File: src/divider_pkg.sv
`default_nettype none

package divider_pkg;

	// ----------------------------------------------------------------
	// Division code and counter constants
	// ----------------------------------------------------------------
	localparam int CODE_WIDTH = 5;                      // Code bit count
	localparam logic [4:0] CODE_OFF   = 5'h00;          // Code that holds output low
	localparam logic [4:0] COUNT_ZERO = 5'h00;          // Terminal count
	localparam logic [4:0] COUNT_ONE  = 5'h01;          // Decrement step
	localparam logic [4:0] COUNT_RST  = 5'h00;          // Counter value after reset
	localparam int SETTLE_ASYNC_MAX = 32;               // Worst case cycles after a torn load

endpackage

`default_nettype wire

File: src/code_sampler.sv
`timescale 1ns/1ps
`default_nettype none

// ----------------------------------------------------------------
// Load-point register for the division code
// ----------------------------------------------------------------
module code_sampler #(
	parameter int WIDTH = 5
) (
	// Clock and reset
	input  wire logic             clock,
	input  wire logic             sys_rst,
	// Code path
	input  wire logic             load,
	input  wire logic [WIDTH-1:0] code_in,
	output var  logic [WIDTH-1:0] code_q
);

	// Captured only at load points, so the code is a static level input
	always_ff @(posedge clock or posedge sys_rst) begin
		if (sys_rst) begin
			code_q <= '0;
		end else if (load) begin
			code_q <= code_in;
		end
	end

endmodule
`default_nettype wire

File: src/prog_divider.sv
`timescale 1ns/1ps
`default_nettype none

module prog_divider #(
	parameter int CODE_W = divider_pkg::CODE_WIDTH
) (
	// Clock and reset
	input  wire logic              clock,
	input  wire logic              sys_rst,
	// Division code, level input
	input  wire logic [CODE_W-1:0] division_code_bits,
	// Divider outputs
	output var  logic              divider_out,
	output var  logic              divider_test_output_complement
);

	// ----------------------------------------------------------------
	// Elaboration check
	// ----------------------------------------------------------------
	if (CODE_W != divider_pkg::CODE_WIDTH) begin : g_bad_width
		$error("prog_divider supports a five bit code only");
	end

	// Period counter width: one bit above the code so a ratio of 32 fits
	localparam int GAP_W = CODE_W + 1;

	// ----------------------------------------------------------------
	// Counter state and decode
	// ----------------------------------------------------------------
	logic [CODE_W-1:0] count_r;      // Remaining counts in this cycle
	logic [CODE_W-1:0] count_nxt;
	logic [CODE_W-1:0] code_q;       // Code captured at the last load
	logic              pulse_load;   // Load at the end of a pulse
	logic              idle_load;    // Load while parked on a zero code
	logic              load_point;
	logic              pulse_nxt;
	logic [GAP_W-1:0]  gap_r;        // Cycles since the last load

	// ----------------------------------------------------------------
	// Helper functions
	// ----------------------------------------------------------------
	// Terminal count, the only place a cycle may reload
	function automatic logic at_terminal(input logic [CODE_W-1:0] count);
		at_terminal = (count == divider_pkg::COUNT_ZERO);
	endfunction

	// One count before terminal, where the pulse is launched
	function automatic logic at_last_step(input logic [CODE_W-1:0] count);
		at_last_step = (count == divider_pkg::COUNT_ONE);
	endfunction

	// Zero code parks the divider with its output low
	function automatic logic code_is_off(input logic [CODE_W-1:0] code);
		code_is_off = (code == divider_pkg::CODE_OFF);
	endfunction

	// Cycle length for a code, one bit wider so ratio 32 fits
	function automatic logic [GAP_W-1:0] ratio_of(input logic [CODE_W-1:0] code);
		ratio_of = {1'b0, code} + {1'b0, divider_pkg::COUNT_ONE};
	endfunction

	// ----------------------------------------------------------------
	// Load point decode
	// ----------------------------------------------------------------
	// load while high
	// no load strobe
	// A parked divider keeps loading, so a nonzero code restarts it
	// without a reset; reset needs no special start-up path either
	always_comb begin
		pulse_load = divider_out;
		idle_load  = code_is_off(code_q) && at_terminal(count_r) && !divider_out;
		load_point = pulse_load || idle_load;
	end

	// ----------------------------------------------------------------
	// Load register
	// ----------------------------------------------------------------
	// reload every cycle
	// A torn capture only lives until the next terminal count, at most
	// one full cycle of 32 clocks, because every cycle reloads
	code_sampler #(
		.WIDTH   (CODE_W)
	) u_sampler (
		.clock   (clock),
		.sys_rst (sys_rst),
		.load    (load_point),
		.code_in (division_code_bits),
		.code_q  (code_q)
	);

	// ----------------------------------------------------------------
	// Down counter
	// ----------------------------------------------------------------
	// count down to zero
	// bit 0 weighs one
	// The counter loads straight from the pins, not from code_q, so the
	// new code counts from the very cycle it is taken
	always_comb begin
		if (load_point) begin
			count_nxt = division_code_bits;
		end else begin
			count_nxt = count_r - divider_pkg::COUNT_ONE;
		end
	end

	// Count register
	always_ff @(posedge clock or posedge sys_rst) begin
		if (sys_rst) begin
			count_r <= divider_pkg::COUNT_RST;
		end else begin
			count_r <= count_nxt;
		end
	end

	// ----------------------------------------------------------------
	// Output pulse
	// ----------------------------------------------------------------
	// zero code never pulses
	// new ratio from load
	// Launched one count early so the registered pulse lines up with
	// terminal count; a load cycle never pulses, which keeps ratio 2 at
	// one high and one low cycle
	always_comb begin
		pulse_nxt = !load_point && at_last_step(count_r);
	end

	// Divider output register
	always_ff @(posedge clock or posedge sys_rst) begin
		if (sys_rst) begin
			divider_out <= 1'b0;
		end else begin
			divider_out <= pulse_nxt;
		end
	end

	// Complement output register, its own flop so both edges line up
	always_ff @(posedge clock or posedge sys_rst) begin
		if (sys_rst) begin
			divider_test_output_complement <= 1'b1;
		end else begin
			divider_test_output_complement <= !pulse_nxt;
		end
	end

	// ----------------------------------------------------------------
	// Checks
	// ----------------------------------------------------------------
	// Helper for the period checks, saturates instead of wrapping
	always_ff @(posedge clock or posedge sys_rst) begin
		if (sys_rst) begin
			gap_r <= '0;
		end else if (load_point) begin
			gap_r <= GAP_W'(divider_pkg::COUNT_ONE);
		end else if (gap_r != '1) begin
			gap_r <= gap_r + GAP_W'(divider_pkg::COUNT_ONE);
		end
	end
endmodule
`default_nettype wire

File: config.mk
export PLATFORM = sky130hd
export DESIGN_NAME = prog_divider
export DESIGN_NICKNAME = d
export VERILOG_FILES = /design/src/divider_pkg.sv /design/src/code_sampler.sv /design/src/prog_divider.sv
export SDC_FILE = /design/constraint.sdc
export NUM_CORES = 1
export LEC_CHECK = 0
export BUFFER_PORTS_ARGS = -buffer_cell sky130_fd_sc_hd__buf_2
export CORE_MARGIN = 2
export CORE_UTILIZATION = 47
export CTS_CLUSTER_DIAMETER = 100
export DETAILED_ROUTE_END_ITERATION = 7
export PLACE_DENSITY_LB_ADDON = 0.3
export SYNTH_ARGS = -nofsm -noshare
export SYNTH_HDL_FRONTEND = slang
export SYNTH_SLANG_ARGS = --single-unit
File: constraint.sdc
create_clock -name clock -period 1.7 [get_ports clock]
set_input_delay 0.34 -clock clock [delete_from_list [all_inputs] [get_ports clock]]
set_output_delay 0.34 -clock clock [all_outputs]
set_load 0.02 [all_outputs]
Word-level counts from Yosys, hierarchy flattened
Index checks and enable logic that the tools add are counted.
W data, S select, Z words.

operators by class
  equality and inequality tests = 1
  add/subtract/negate cells = 1
  reduce and logical (&&, ||, !) cells = 9
  multiplexer cells = 1

operators by type and width
  kind                   number
  $logic_not A5 Y1       2
  $eq A5 B1 Y1 const B   1
  $mux W5                1
  $sub A5 B1 Y5 const B  1
  $logic_and A1 B1 Y1    3
  $logic_not A1 Y1       3
  $logic_or A1 B1 Y1     1

word-level totals
  flip-flop bits (word level) = 12

Logic depth before layout (Yosys ltp)
  word-level depth = 7
  gate-level depth with buffers = 5

Modules after synthesis
Synthesis repeated with hierarchy kept, for this count alone.

unflattened totals
  cells, all modules = 50
  area, all modules = 643.1 um2

by module, submodules not included
  module        area each (um2)  times used  seq. area each (um2)  cells each
  prog_divider  457.9            1           176.4                 39
  code_sampler  185.2            1           125.1                 11

Worst setup path before layout
OpenSTA, ideal clock, no wires.

  path kind = flip-flop to flip-flop
  start = register count_r[0]
  end = register count_r[0]
  cell stages (with the launch flop) = 6
  data required time = 1.575 ns
  setup slack = 0.201 ns
  setup time = 0.125 ns
  arrival = 1.375 ns
  cells stage by stage = dfrtp_1 -> inv_1 -> ha_1 -> nor4b_4 -> a31oi_4 -> mux2_2

between the ends
  word-level cells in the longest chain between the ends = 5
  elaborated cells on any way between the ends = 6
  those cells by class = add/sub: 1; mux: 1; reduce/logical: 4

RTL lines
  element                                                                line                 RTL
  start: declaration                                                     prog_divider.sv:30   logic [CODE_W-1:0] count_r;
  start signal: assignment                                               prog_divider.sv:109  count_r <= divider_pkg::COUNT_RST;
  start signal: assignment                                               prog_divider.sv:111  count_r <= count_nxt;
  parallel branches: the longest is 4 deep, another holds $sub A5 B1 Y5  --
  $mux W5 *                                                              prog_divider.sv:99   if (load_point) begin
  net count_nxt[0]                                                       prog_divider.sv:31   logic [CODE_W-1:0] count_nxt;

Mark *: on every way through the listed nets, which the timed path passes.
A chain may end at the register's enable or synchronous reset.

Worst setup path in the final report
  start = register count_r[0]
  end = register count_r[1]

The elaborated chain is that of the path after synthesis.

==> run metrics <==
fin nets=76; min Tclk post-route=approximately 1700 ps; worst reg2reg path depth=6; first-pass GRT wire length=between 1500 and 2000 µm; grt ovf=0; leading cell type in the layout, fill and taps excluded=dfrtp_1; Slew Limit Fails=0; vias per cell=about 5.4; dpl ws=about 100 ps; worst setup margin=approximately 2.9 ps; most frequent cells in the layout=11 x dfrtp_1, 8 x buf_2, 7 x inv_1, 5 x mux2_2; layout cells sized above 1=0.400; max_cap viols=0; pin count of the biggest net entering global routing=13; Clock Skew=slightly below 2 ps; DRT iter0 DRCs=8; period utilization=0.998; Worst Path Max Fanout=5; reg2reg setup slack=3 ps; I/O Buffers=8; area of the multi-input gates=about 310 µm²; clk slew on worst S/H paths=roughly 80 ps; die height=approximately 40 µm; Root Driver=clkbuf_4; worst skew pair latency=approximately 270 ps; total number of vias=about 440; Post-route DRC=0; Cell variety after synth=23; CTS Hold Buffers Added=0; vias in the first global route=425; placed cells=74; initial antenna violation count=0; Rel. slew slack=0.688; Filler Cell Count=a little over 100; final hold vios=0; RSZ-0062 raised after global routing=true; status=finished, final reports clean; number of synthesized register bits=12; die width=approximately 40 µm; Leakage Power=between 0.3 and 0.4 nW; Setup crit start kind=flip-flop; Worst R2R End=count_r[1]; CP Class=flip-flop to flip-flop; Critical Path RT=1900 ps; register area share after synthesis=0.485; register area=about 300 µm²; Post-Syn Instances=a little over 50; clock tree from TritonCTS=built; Initial Util=0.490; Syn Nets=61; CP arrival=1890 ps; H-tree Lvls=1; antenna-violating nets left=0; pwr/cell area=~1800 nW/µm²; worst hold path class=primary input to async pin; Area Overhead vs Synth=18.5%; FMAX=~590 MHz; Routed WL=roughly 1200 µm; Tot GR Track Use=0.184; fin cells=80; Final Wtd Congestion=between 0.7 and 0.8; overall power=1.32 mW; die area=1630 µm²; critical path endpoint category=flip-flop; Num CTS Buffers=3; clock sink count=12; Peak supply drop=between 800 and 900 µV; drt wl/cell=14.7 µm; Slew @ Worst Pin=~470 ps; final setup vio count=0; Max Root-Sink Buffers=2; synthesized area per cell=approximately 12 µm²; length of the first detailed-routing pass in iterations=4; Top Ports=9; Rows=13; synth warn=0; FF-to-FF Start=count_r[0]; post-route setup TNS=0 ps; Antenna Diode Count=0; Placeable Area=1270 µm²; Post-Syn Area=622 µm²
==> layout make-up <==
class / count / share of cell area
Multi-Input combinational cell: 33 / 0.416
Sequential cell: 12 / 0.409
Timing Repair Buffer: 9 / 0.0645
Clock buffer: 4 / 0.0492
Inverter: 7 / 0.0357
Tap cell: 15 / 0.0255
==> flip-flops by register name (all words and copies together) (netlist names) <==
name                            count
count_r                             5
divider_test_output_complement      1
u_sampler.code_q                    5
divider_out                         1
==> how the worst max path moves through the flow <==
stage / start / endpoint / slack [ps] / cells past startpoint
finish: count_r[0] / count_r[1] / 3 / 6
global route: count_r[0] / count_r[1] / -60 / 6
CTS: count_r[0] / u_sampler.code_q[0] / 80 / 5
detailed placement: count_r[0] / u_sampler.code_q[0] / 100 / 5
global placement: count_r[0] / count_r[0] / 120 / 5
floorplan: count_r[0] / count_r[0] / 200 / 5
==> metrics by stage <==
stage                util  instance area (µm²)  hold WS (ps)
finish              0.581                  737          56.1
global route        0.581                  737           112
CTS                 0.565                  717          68.9
detailed placement  0.536                  681           363
global placement    0.536                  681           359
floorplan               -                  622           204
==> routing by layer <==
layer,wire [µm],vias to the layer above,GRT usage
li1,-,212,-
met1,552,199,0.215
met2,543,18,0.313
met3,44,6,0.0500
met4,34,0,0.0750
met5,0,-,0
==> cell families after synthesis <==
group	share of synthesized area
xor gates and xnor gates	0.0282
adders and majority gates	0.0604
buffers and inverters	0.0423
DFF	0.485
and+or+nand+nor	0.181
muxes	0.123
AOI/OAI and AO/OA	0.0805
==> worst max-delay path, cell delays in order (launching register included) <==
cell and delay [ps]:
dfrtp_1 410, inv_1 100, ha_1 150, nor4b_4 390
a31oi_2 230, buf_4 200, mux2i_1 150
==> power by group <==
group,internal [mW],switching [mW]
Combinational,0.267,0.262
Clock,0.130,0.103
Sequential,0.422,0.132
Total,0.819,0.497
==> cell usage after synthesis <==
cell type | n | area share
dfstp_2 | 1 | 0.042
and3_2 | 1 | 0.012
a211oi_1 | 1 | 0.012
nand2_1 | 1 | 0.0060
a31oi_4 | 1 | 0.034
mux2_2 | 5 | 0.091
xor2_1 | 1 | 0.014
o221ai_1 | 1 | 0.014
nor2_1 | 3 | 0.018
ha_1 | 3 | 0.060
or2_2 | 1 | 0.010
or3b_2 | 1 | 0.014
nor3_2 | 1 | 0.016
and4b_1 | 1 | 0.016
mux2i_1 | 2 | 0.032
dfrtp_1 | 11 | 0.44
nor3_1 | 2 | 0.016
xnor2_1 | 1 | 0.014
nor4b_4 | 1 | 0.038
nand2b_1 | 2 | 0.020
nand4b_1 | 1 | 0.014
o22ai_1 | 2 | 0.020
inv_1 | 7 | 0.042
==> timing repair <==
action	CTS	global route
buffers inserted	0	1
setup endpoints to repair	0	3
gates resized for setup	0	0
(Power assumes the default switching activity.)
